File: config.mk
export PLATFORM = sky130hd
export DESIGN_NAME = fcsp_top
export DESIGN_NICKNAME = d
export VERILOG_FILES = /design/src/common/fcsp_pkg.sv /design/src/hdl/fcsp_top.sv
export VERILOG_INCLUDE_DIRS = /design/src /design/src/common
export SDC_FILE = /design/constraint.sdc
export NUM_CORES = 1
export LEC_CHECK = 0
export ABC_AREA = 1
export ABC_CLOCK_PERIOD_IN_PS = 2680
export BUFFER_PORTS_ARGS = -buffer_cell sky130_fd_sc_hd__buf_2
export CAP_MARGIN = 15
export CORE_AREA = 3 3 120 122
export DETAILED_ROUTE_END_ITERATION = 10
export DIE_AREA = 0 0 123 125
export PLACE_DENSITY = 0.73
export SKIP_LAST_GASP = 1
export SYNTH_ARGS = -nofsm -noshare
export SYNTH_HDL_FRONTEND = slang
export SYNTH_SLANG_ARGS = --single-unit
File: constraint.sdc
create_clock -name MCLK -period 2.68 [get_ports MCLK]
set_clock_uncertainty 0.2 [all_clocks]
set_input_delay 0.402 -clock MCLK [delete_from_list [all_inputs] [get_ports MCLK]]
set_output_delay 0.402 -clock MCLK [all_outputs]
set_load 0.01 [all_outputs]
File: src/common/fcsp_defs.svh
/*
 * Constants for the flash command, status and protection block: register
 * offsets, field positions, reset values, command codes and timing.
 * Assumes it is included by bare name from the package and the design.
 */
`ifndef FCSP_DEFS_SVH
`define FCSP_DEFS_SVH

// Register byte offsets on the APB slave.
`define FCSP_OFF_DIVIDER    12'h000
`define FCSP_OFF_OPTION     12'h004
`define FCSP_OFF_CONFIG     12'h008
`define FCSP_OFF_PROTECT    12'h00c
`define FCSP_OFF_STATUS     12'h010
`define FCSP_OFF_COMMAND    12'h014
`define FCSP_OFF_ADDR       12'h018
`define FCSP_OFF_DATA       12'h01c
`define FCSP_OFF_BLANKIN    12'h020
`define FCSP_OFF_STOP       12'h024

// Field positions.
`define FCSP_DIVIDER_LOADED_BIT      7
`define FCSP_KEYWR_BIT      5
`define FCSP_PDIS_BIT       0
`define FCSP_CBEF_BIT       7
`define FCSP_CCF_BIT        6
`define FCSP_PVIOL_BIT      5
`define FCSP_ACCERR_BIT     4
`define FCSP_BLANK_BIT      2

// Command codes.
`define FCSP_CMD_BLANK      8'h05
`define FCSP_CMD_BYTE       8'h20
`define FCSP_CMD_BURST      8'h25
`define FCSP_CMD_PAGE       8'h40
`define FCSP_CMD_MASS       8'h41

// Key window and erased byte value.
`define FCSP_KEY_LO         16'hffb0
`define FCSP_KEY_HI         16'hffb7
`define FCSP_ERASED         8'hff
`define FCSP_SEC_UNSECURE   2'h2

// Reset values.
`define FCSP_STATUS_RST     8'hc0

// Array operation time, in ns, and the derived cycle count at 5 ns.
`define FCSP_OP_NS          40
`define FCSP_CLK_NS         5
`define FCSP_OP_CYC         ((`FCSP_OP_NS + `FCSP_CLK_NS - 1) / `FCSP_CLK_NS)

`endif

File: src/common/fcsp_pkg.sv
/*
 * Types for the flash command, status and protection block.
 * Assumes fcsp_defs.svh is on the include path.
 */
`include "fcsp_defs.svh"

package fcsp_pkg;

	// Command sequence state.
	typedef enum logic [1:0] {
		FCSP_IDLE,
		FCSP_HAVE_DATA,
		FCSP_HAVE_CMD
	} fcsp_seq_e;

	// Request handed from the buffer to the array engine.
	typedef struct packed {
		logic [7:0]  code;
		logic [15:0] addr;
		logic [7:0]  data;
	} fcsp_cmd_s;

	// Status flags as kept in flip-flops.
	typedef struct packed {
		logic cbef;
		logic ccf;
		logic pviol;
		logic accerr;
		logic blank;
	} fcsp_flags_s;

endpackage

File: src/hdl/fcsp_top.sv
/*
 * Flash command sequencer with status flags and block protection.
 * Holds the APB register file, the one-entry command buffer, the command
 * decoder with protection and access checks, and a timed array engine.
 * Assumes an APB master on MCLK, a synchronous active-high RESET, and an
 * outside array that reports erased state on FLASH_ALL_ERASED.
 */
//
// Behaviour
// Key writes launch commands when key-write off; code only opens a command sequence, launch needs the status write.
// Key writes compare keys when key-write on.
// Protection loaded at reset, user writes ignored.
// Protect select sets top of unprotected region.
// Refuse program or erase inside protected block.
// Protect disable bit removes all protection.
// Debug writes may change protection register.
// Buffer-empty clears on launch or burst transfer; code clears it on a good launch only and sets it on every transfer.
// Buffer-empty reads zero while buffer is full.
// Complete sets when idle, clears on launch.
// Protected launch sets violation, write one clears.
// Sequence, divider or stop errors set access error.
// Access error clears on one, zero ignored.
// Blank flag set only when array erased.
// Codes 0x05, 0x20, 0x25 recognised.
// Codes 0x40 page, 0x41 mass erase.
// Other codes raise access error.
// Blank check after mass erase is optional.
// Program and erase wait for divider write.
// Good blank check sets unsecured state code.
// Software writes data, command, then launches.
`timescale 1ns/1ps
`include "fcsp_defs.svh"

module fcsp_top #(
	parameter int          OP_CYCLES = `FCSP_OP_CYC,
	parameter logic [15:0] FLASH_BASE = 16'hf000
) (
	input  wire logic        MCLK,
	input  wire logic        RESET,
	input  wire logic        PSEL,
	input  wire logic        PENABLE,
	input  wire logic        PWRITE,
	input  wire logic [11:0] PADDR,
	input  wire logic [31:0] PWDATA,
	output logic      [31:0] PRDATA,
	output logic             PREADY,
	output logic             PSLVERR,
	input  wire logic [7:0]  STORED_PROTECTION_COPY,
	input  wire logic        DEBUG_PROT_WE,
	input  wire logic [7:0]  DEBUG_PROT_DATA,
	input  wire logic        FLASH_ALL_ERASED,
	output logic             KEY_WRITE_STB,
	output logic      [7:0]  KEY_WRITE_DATA,
	output logic      [1:0]  SECURITY_STATE_CODE,
	output logic             ARRAY_BUSY
);

	////////////////////////////////////////////////////////////////////
	// Bus decode.

	logic        wr_en;
	logic        rd_en;
	logic [7:0]  wbyte;
	logic        hit;
	logic        strap_done_reg;
	logic        div_loaded_reg;
	logic [6:0]  divider_reg;
	logic [7:0]  config_reg;
	logic [7:0]  protect_reg;
	logic [15:0] addr_reg;
	logic [7:0]  data_reg;
	logic        stop_sync1_reg;
	logic        stop_sync2_reg;
	logic        stop_req_reg;
	fcsp_pkg::fcsp_flags_s flags_reg;
	fcsp_pkg::fcsp_seq_e   seq_reg;
	fcsp_pkg::fcsp_cmd_s   buf_reg;
	fcsp_pkg::fcsp_cmd_s   run_reg;
	logic        buf_full;
	logic        running_reg;
	logic [15:0] op_cnt_reg;
	logic [7:0]  code_reg;
	logic [15:0] prot_start;
	logic        is_legal;
	logic        is_blank;
	logic        in_prot;
	logic        launch;
	logic        launch_ok;
	logic        launch_pv;
	logic        launch_ae;
	logic        seq_err;
	logic        op_done;
	logic        take;
	logic        in_key;
	logic        data_wr;

	// Every access completes in its access phase; no wait states.
	assign PREADY  = 1'b1;
	assign wr_en   = PSEL & PENABLE & PWRITE;
	assign rd_en   = PSEL & PENABLE & ~PWRITE;
	assign wbyte   = PWDATA[7:0];

	// Unmapped offsets answer with an error.
	always_comb begin
		if (PADDR == `FCSP_OFF_DIVIDER) hit = 1'b1;
		else if (PADDR == `FCSP_OFF_OPTION) hit = 1'b1;
		else if (PADDR == `FCSP_OFF_CONFIG) hit = 1'b1;
		else if (PADDR == `FCSP_OFF_PROTECT) hit = 1'b1;
		else if (PADDR == `FCSP_OFF_STATUS) hit = 1'b1;
		else if (PADDR == `FCSP_OFF_COMMAND) hit = 1'b1;
		else if (PADDR == `FCSP_OFF_ADDR) hit = 1'b1;
		else if (PADDR == `FCSP_OFF_DATA) hit = 1'b1;
		else if (PADDR == `FCSP_OFF_BLANKIN) hit = 1'b1;
		else if (PADDR == `FCSP_OFF_STOP) hit = 1'b1;
		else hit = 1'b0;
	end
	assign PSLVERR = PSEL & PENABLE & ~hit;

	////////////////////////////////////////////////////////////////////
	// Divider and configuration.

	// The first divider write after reset enables program and erase.
	always_ff @(posedge MCLK) begin
		if (RESET) begin
			div_loaded_reg <= 1'b0;
			divider_reg    <= 7'h00;
		end else if (wr_en && PADDR == `FCSP_OFF_DIVIDER) begin
			div_loaded_reg <= 1'b1;
			divider_reg    <= wbyte[6:0];
		end
	end

	// Only the key-write enable is writable here.
	always_ff @(posedge MCLK) begin
		if (RESET) begin
			config_reg <= 8'h00;
		end else if (wr_en && PADDR == `FCSP_OFF_CONFIG) begin
			config_reg <= wbyte & (8'h01 << `FCSP_KEYWR_BIT);
		end
	end

	////////////////////////////////////////////////////////////////////
	// Protection register.

	// The stored copy is caught by a clocked load while reset is held and on the first edge after release,
	// so the reset branch itself sees only constants elsewhere.
	always_ff @(posedge MCLK) begin
		if (RESET) begin
			strap_done_reg <= 1'b0;
		end else begin
			strap_done_reg <= 1'b1;
		end
	end

	always_ff @(posedge MCLK) begin
		if (RESET || !strap_done_reg) begin
			protect_reg <= STORED_PROTECTION_COPY;
		end else if (DEBUG_PROT_WE) begin
			protect_reg <= DEBUG_PROT_DATA;
		end
	end

	// Protected block lies above the last unprotected address; each select
	// step is 512 bytes. Comparing with that last address, not one past it,
	// keeps an all-ones select from wrapping round and protecting it all.
	assign prot_start = {protect_reg[7:1], 9'h1ff};
	assign in_prot    = ~protect_reg[`FCSP_PDIS_BIT] &&
	                    (code_reg == `FCSP_CMD_MASS ||
	                     addr_reg > prot_start);

	////////////////////////////////////////////////////////////////////
	// Stop request, from an APB write to the stop register, through a synchroniser.

	always_ff @(posedge MCLK) begin
		if (RESET) begin
			stop_sync1_reg <= 1'b0;
			stop_sync2_reg <= 1'b0;
			stop_req_reg   <= 1'b0;
		end else begin
			stop_sync1_reg <= stop_req_reg;
			stop_sync2_reg <= stop_sync1_reg;
			stop_req_reg   <= wr_en && PADDR == `FCSP_OFF_STOP;
		end
	end

	////////////////////////////////////////////////////////////////////
	// Command sequence: data write, code write, launch.

	assign in_key  = addr_reg >= `FCSP_KEY_LO && addr_reg <= `FCSP_KEY_HI;
	assign data_wr = wr_en && PADDR == `FCSP_OFF_DATA;
	assign launch  = wr_en && PADDR == `FCSP_OFF_STATUS &&
	                 wbyte[`FCSP_CBEF_BIT] && flags_reg.cbef;
	assign is_legal = code_reg == `FCSP_CMD_BLANK ||
	                  code_reg == `FCSP_CMD_BYTE ||
	                  code_reg == `FCSP_CMD_BURST ||
	                  code_reg == `FCSP_CMD_PAGE ||
	                  code_reg == `FCSP_CMD_MASS;
	assign is_blank  = code_reg == `FCSP_CMD_BLANK;
	assign seq_err   = seq_reg != fcsp_pkg::FCSP_HAVE_CMD;
	assign launch_ae = launch && (seq_err || !is_legal ||
	                   (!is_blank && !div_loaded_reg));
	assign launch_pv = launch && !launch_ae && !is_blank && in_prot;
	assign launch_ok = launch && !launch_ae && !launch_pv;

	// Key writes steer to the comparator when key-write is enabled;
	// otherwise a data write opens a command sequence.
	always_ff @(posedge MCLK) begin
		if (RESET) begin
			addr_reg       <= 16'h0000;
			KEY_WRITE_STB  <= 1'b0;
			KEY_WRITE_DATA <= 8'h00;
		end else begin
			KEY_WRITE_STB <= 1'b0;
			if (wr_en && PADDR == `FCSP_OFF_ADDR) begin
				addr_reg <= PWDATA[15:0];
			end
			if (data_wr && in_key && config_reg[`FCSP_KEYWR_BIT]) begin
				KEY_WRITE_STB  <= 1'b1;
				KEY_WRITE_DATA <= wbyte;
			end
		end
	end

	always_ff @(posedge MCLK) begin
		if (RESET) begin
			seq_reg  <= fcsp_pkg::FCSP_IDLE;
			data_reg <= 8'h00;
			code_reg <= 8'h00;
		end else begin
			case (seq_reg)
			fcsp_pkg::FCSP_IDLE: begin
				if (data_wr && flags_reg.cbef &&
				    !(in_key && config_reg[`FCSP_KEYWR_BIT])) begin
					data_reg <= wbyte;
					seq_reg  <= fcsp_pkg::FCSP_HAVE_DATA;
				end
			end
			fcsp_pkg::FCSP_HAVE_DATA: begin
				if (wr_en && PADDR == `FCSP_OFF_COMMAND) begin
					code_reg <= wbyte;
					seq_reg  <= fcsp_pkg::FCSP_HAVE_CMD;
				end else if (launch) begin
					seq_reg <= fcsp_pkg::FCSP_IDLE;
				end
			end
			default: begin
				if (launch) begin
					seq_reg <= fcsp_pkg::FCSP_IDLE;
				end
			end
			endcase
		end
	end

	////////////////////////////////////////////////////////////////////
	// One-entry command buffer and timed array engine.

	assign buf_full = ~flags_reg.cbef;
	assign op_done  = running_reg && op_cnt_reg == 16'h0000;
	// The engine takes the buffer when idle, or straight on for a burst;
	// buffer-empty follows the same term, so a queued burst is lost only if a stop lands in that cycle.
	assign take     = buf_full && (!running_reg ||
	                  (op_done && buf_reg.code == `FCSP_CMD_BURST));

	always_ff @(posedge MCLK) begin
		if (RESET) begin
			buf_reg     <= '0;
			run_reg     <= '0;
			running_reg <= 1'b0;
			op_cnt_reg  <= 16'h0000;
		end else begin
			if (launch_ok) begin
				buf_reg <= '{code: code_reg, addr: addr_reg, data: data_reg};
			end
			if (stop_sync2_reg && running_reg) begin
				running_reg <= 1'b0;
			end else if (take) begin
				run_reg     <= buf_reg;
				running_reg <= 1'b1;
				op_cnt_reg  <= OP_CYCLES[15:0] - 16'h0001;
			end else if (op_done) begin
				running_reg <= 1'b0;
			end else if (running_reg) begin
				op_cnt_reg <= op_cnt_reg - 16'h0001;
			end
		end
	end
	assign ARRAY_BUSY = running_reg;

	////////////////////////////////////////////////////////////////////
	// Status flags. Hardware sets win over software clears.

	always_ff @(posedge MCLK) begin
		if (RESET) begin
			flags_reg <= '{cbef: 1'b1, ccf: 1'b1, pviol: 1'b0,
			               accerr: 1'b0, blank: 1'b0};
		end else begin
			// Buffer fills on a good launch, empties when the engine takes it.
			if (launch_ok) begin
				flags_reg.cbef <= 1'b0;
			end else if (launch) begin
				flags_reg.cbef <= 1'b1;
			end else if (take) begin
				flags_reg.cbef <= 1'b1;
			end
			// Complete only once buffer and engine are both idle.
			if (launch_ok) begin
				flags_reg.ccf <= 1'b0;
			end else begin
				flags_reg.ccf <= flags_reg.cbef && !running_reg;
			end
			if (launch_pv) begin
				flags_reg.pviol <= 1'b1;
			end else if (wr_en && PADDR == `FCSP_OFF_STATUS &&
			             wbyte[`FCSP_PVIOL_BIT]) begin
				flags_reg.pviol <= 1'b0;
			end
			if (launch_ae || (stop_sync2_reg && running_reg)) begin
				flags_reg.accerr <= 1'b1;
			end else if (wr_en && PADDR == `FCSP_OFF_STATUS &&
			             wbyte[`FCSP_ACCERR_BIT]) begin
				flags_reg.accerr <= 1'b0;
			end
			if (op_done && run_reg.code == `FCSP_CMD_BLANK) begin
				flags_reg.blank <= FLASH_ALL_ERASED;
			end else if (launch_ok) begin
				flags_reg.blank <= 1'b0;
			end
		end
	end

	// A good blank check unsecures the part until the next reset.
	always_ff @(posedge MCLK) begin
		if (RESET) begin
			SECURITY_STATE_CODE <= 2'h0;
		end else if (op_done && run_reg.code == `FCSP_CMD_BLANK &&
		             FLASH_ALL_ERASED) begin
			SECURITY_STATE_CODE <= `FCSP_SEC_UNSECURE;
		end
	end

	////////////////////////////////////////////////////////////////////
	// Read data, registered in the setup phase.

	always_ff @(posedge MCLK) begin
		if (RESET) begin
			PRDATA <= 32'h0000_0000;
		end else if (PSEL && !PENABLE && !PWRITE) begin
			if (PADDR == `FCSP_OFF_DIVIDER) begin
				PRDATA <= {24'h0, div_loaded_reg, divider_reg};
			end else if (PADDR == `FCSP_OFF_CONFIG) begin
				PRDATA <= {24'h0, config_reg};
			end else if (PADDR == `FCSP_OFF_PROTECT) begin
				PRDATA <= {24'h0, protect_reg};
			end else if (PADDR == `FCSP_OFF_STATUS) begin
				PRDATA <= {24'h0, flags_reg.cbef, flags_reg.ccf,
				           flags_reg.pviol, flags_reg.accerr, 1'b0,
				           flags_reg.blank, 2'h0};
			end else if (PADDR == `FCSP_OFF_COMMAND) begin
				PRDATA <= {24'h0, code_reg};
			end else if (PADDR == `FCSP_OFF_ADDR) begin
				PRDATA <= {16'h0, addr_reg};
			end else if (PADDR == `FCSP_OFF_DATA) begin
				PRDATA <= {24'h0, data_reg};
			end else if (PADDR == `FCSP_OFF_OPTION) begin
				PRDATA <= {30'h0, SECURITY_STATE_CODE};
			end else begin
				PRDATA <= 32'h0000_0000;
			end
		end
	end

endmodule

==> summary.md <==
| Metric | Value |
|---|---|
| Max_slew headroom | 0.569 |
| Routed Antenna Nets | 0 |
| Slew @ Worst Pin | about 650 ps |
| Leakage | around 3.3 nW |
| Longest Clk Path Bufs | 2 |
| CP endpoint kind | output pin |
| Share of layout cells above drive strength 1 | 0.172 |
| Dpl cell area | around 0.0065 mm² |
| Mapped cell area | between 0.006 and 0.007 mm² |
| Top Layer Used | met4 |
| RSZ-0062 raised after global routing | no |
| Fmax | between 400 and 500 MHz |
| First-pass GRT wire length | approximately 25000 µm |
| IO Pins | roughly 110 |
| Synth Flop Type | dfxtp_1 |
| Setup_tns | 0 ps |
| H-tree lvl count | 4 |
| Clk root buf | clkbuf_16 |
| Status | finished clean |
| Final Wtd Congestion | between 0.9 and 1 |
| CP Launch Type | input port |
| # hold bufs at CTS | 0 |
| Vias in the first global route | a little over 5000 |
| TritonCTS clock tree | yes |
| Maximum number of pins on one net before global-route repair | 70 |
| Post-detail-place hpwl | ~11000 µm |
| Design Area, Final | around 0.0071 mm² |
| Post-DR vias/cell | between 4 and 5 |
| Max-slew violations | 0 |
| CP Data Required Time | about 2100 ps |
| Routed met2 length | ~7300 µm |
| Final worst path period share | 0.895 |
| Gate Count Post-Synth | between 800 and 900 |
| Die width | roughly 120 µm |
| CP arrival | between 1500 and 2000 ps |
| Grt total ovfl | 0 |
| Hold Violations, Final | 0 |
| Final setup vio count | 0 |
| Synthesis-stage register bit count | around 120 |
| CORE AREA | 0.0133 mm² |
| CP max FO | 7 |
| Starting Density | 0.454 |
| Drt drc | 0 |
| Sequential fraction of the synthesis area | 0.408 |
| Vert. Die Dim | between 100 and 150 µm |
| Ys Warns | 0 |
| Synth async-reset ratio | 0 |
| DRT iter0 DRCs | around 480 |
| Max VDD drop | between 0.4 and 0.5 mV |
| Fin util | 0.536 |
| Met1 WL | between 6000 and 7000 µm |
| Drt wl/cell | 13.8 µm |
| Drt pass-1 iters | 5 |
| Initial antenna violation count | 0 |
| Cts repair resizes | 0 |
| CTS buffer count | 17 |
| Routed vias | about 5600 |
| Antenna cells | 0 |
| Row count | 42 |
| Hold WC Path Type | in -> reg |
| Synth unique cells | 42 |
| Min Tclk post-route | 2400 ps |
| Die area | roughly 0.015 mm² |
| Detailed Route WL | ~15000 µm |
| Post-Syn Area per Cell | 7.10 µm² |
| IO Port Bufs | 78 |
| Worst-path clk slew | ~60 ps |
| Met3 wire len | approximately 960 µm |
| Post-CTS setup buffers | 0 |
| Pwr dens | 601 mW/mm² |
| WS Path Type | in -> out |
| Max-capacitance violation count | 0 |
| Tot GR Track Use | 0.204 |
| # clock sinks | ~120 |
| Post-synth EDFFs | 8 |
| P&R area growth vs syn | 17.9% |
| Clk Latency, worst-skew pair | about 420 ps |
| Final nets | roughly 1000 |
-- path summary, 6_finish.rpt --
check | start | to | slack (ps) | cells after the start
worst max-delay path | PADDR[3] | PSLVERR | 280 | 9
worst max register to register | protect_reg[5]$_DFFE_PP_ | buf_reg[30]$_SDFFE_PP0P_ | 340 | 11
worst min-delay path | DEBUG_PROT_DATA[1] | protect_reg[1]$_DFFE_PP_ | 40 | 3
worst min register to register | stop_sync1_reg$_SDFF_PP0_ | stop_sync2_reg$_SDFF_PP0_ | 210 | 2
-- worst max-delay path, stage by stage --
cell and delay (ps):
buf_2 130, nand2_1 60, inv_1 30, nand2_1 190, inv_1 110, nand2_1 230, o21ai_0 150, nor4_1 300
buf_2 190
-- cells in the mapped netlist (3+ instances only) --
library cell / instances / area share
a21oi_1: 71 / 0.059
xor2_1: 5 / 0.0072
nor2_1: 106 / 0.066
o21a_1: 3 / 0.0037
xnor2_1: 5 / 0.0072
nor2_4: 3 / 0.0056
buf_2: 5 / 0.0041
inv_2: 9 / 0.0056
inv_1: 116 / 0.072
nand3_2: 3 / 0.0050
o21ai_2: 3 / 0.0043
buf_4: 19 / 0.024
nor4_1: 5 / 0.0052
a211oi_1: 16 / 0.020
nand2_2: 4 / 0.0041
dfxtp_1: 111 / 0.37
nor3_1: 8 / 0.0066
nand3_1: 28 / 0.023
nand2_1: 162 / 0.10
o21ai_1: 13 / 0.011
clkbuf_1: 19 / 0.012
ha_1: 9 / 0.019
edfxtp_1: 8 / 0.040
nand4_1: 29 / 0.030
nor2_2: 7 / 0.0072
o211ai_1: 7 / 0.0087
o21ai_0: 56 / 0.046
-- power breakdown --
group,switching (mW),internal (mW),total [mW]
clock,0.859,1.39,2.25
sequential,0.0122,1.81,1.83
combinational,0.143,0.0688,0.212
total,1.01,3.27,4.28
-- placed cells by master (no fill, tap or decap), types with 6 or more instances in the layout --
cell	n
a211oi_1	16
a21oi_1	71
buf_2	78
buf_4	10
clkbuf_16	18
clkinv_4	6
conb_1	18
dfxtp_1	111
edfxtp_1	8
ha_1	9
inv_1	115
inv_2	9
nand2_1	162
nand3_1	28
nand4_1	29
nor2_1	106
nor2_2	7
nor3_1	7
o211ai_1	7
o21ai_0	56
o21ai_1	13
-- layer usage --
layer	vias up	GRT usage
met3	41	0.0429
li1	2880	-
met4	0	0.0990
met1	2475	0.259
met5	-	0
met2	168	0.327
-- metrics by stage --
stage	std cells	hold WS (ps)	worst slack, ps	power, mW
global route	1117	51.8	75.6	4.43
CTS	1117	31.8	311	4.30
finish	1117	39.7	281	4.28
floorplan	867	188	637	2.00
global placement	1085	193	331	2.07
detailed placement	1085	211	318	2.07
-- final cells by class --
| type | count | area [µm²] |
|---|---|---|
| fillers | 1274 | 6170 |
| multi-input cells | 576 | 2900 |
| flip-flops and latches | 119 | 2460 |
| clock buffers | 20 | 478 |
| inverters | 126 | 478 |
| repair buffers | 88 | 465 |
| well taps | 176 | 220 |
| clock inverters | 12 | 119 |
-- logic make-up after synthesis --
kind of cell,after synthesis,share of synthesized area
fa+ha+maj,9,0.0186
xor+xnor,10,0.0145
compound gates,173,0.158
buf+inv,172,0.123
other cells,2,0.00124
flops,119,0.408
simple gates,366,0.277
(Power assumes the default switching activity.)
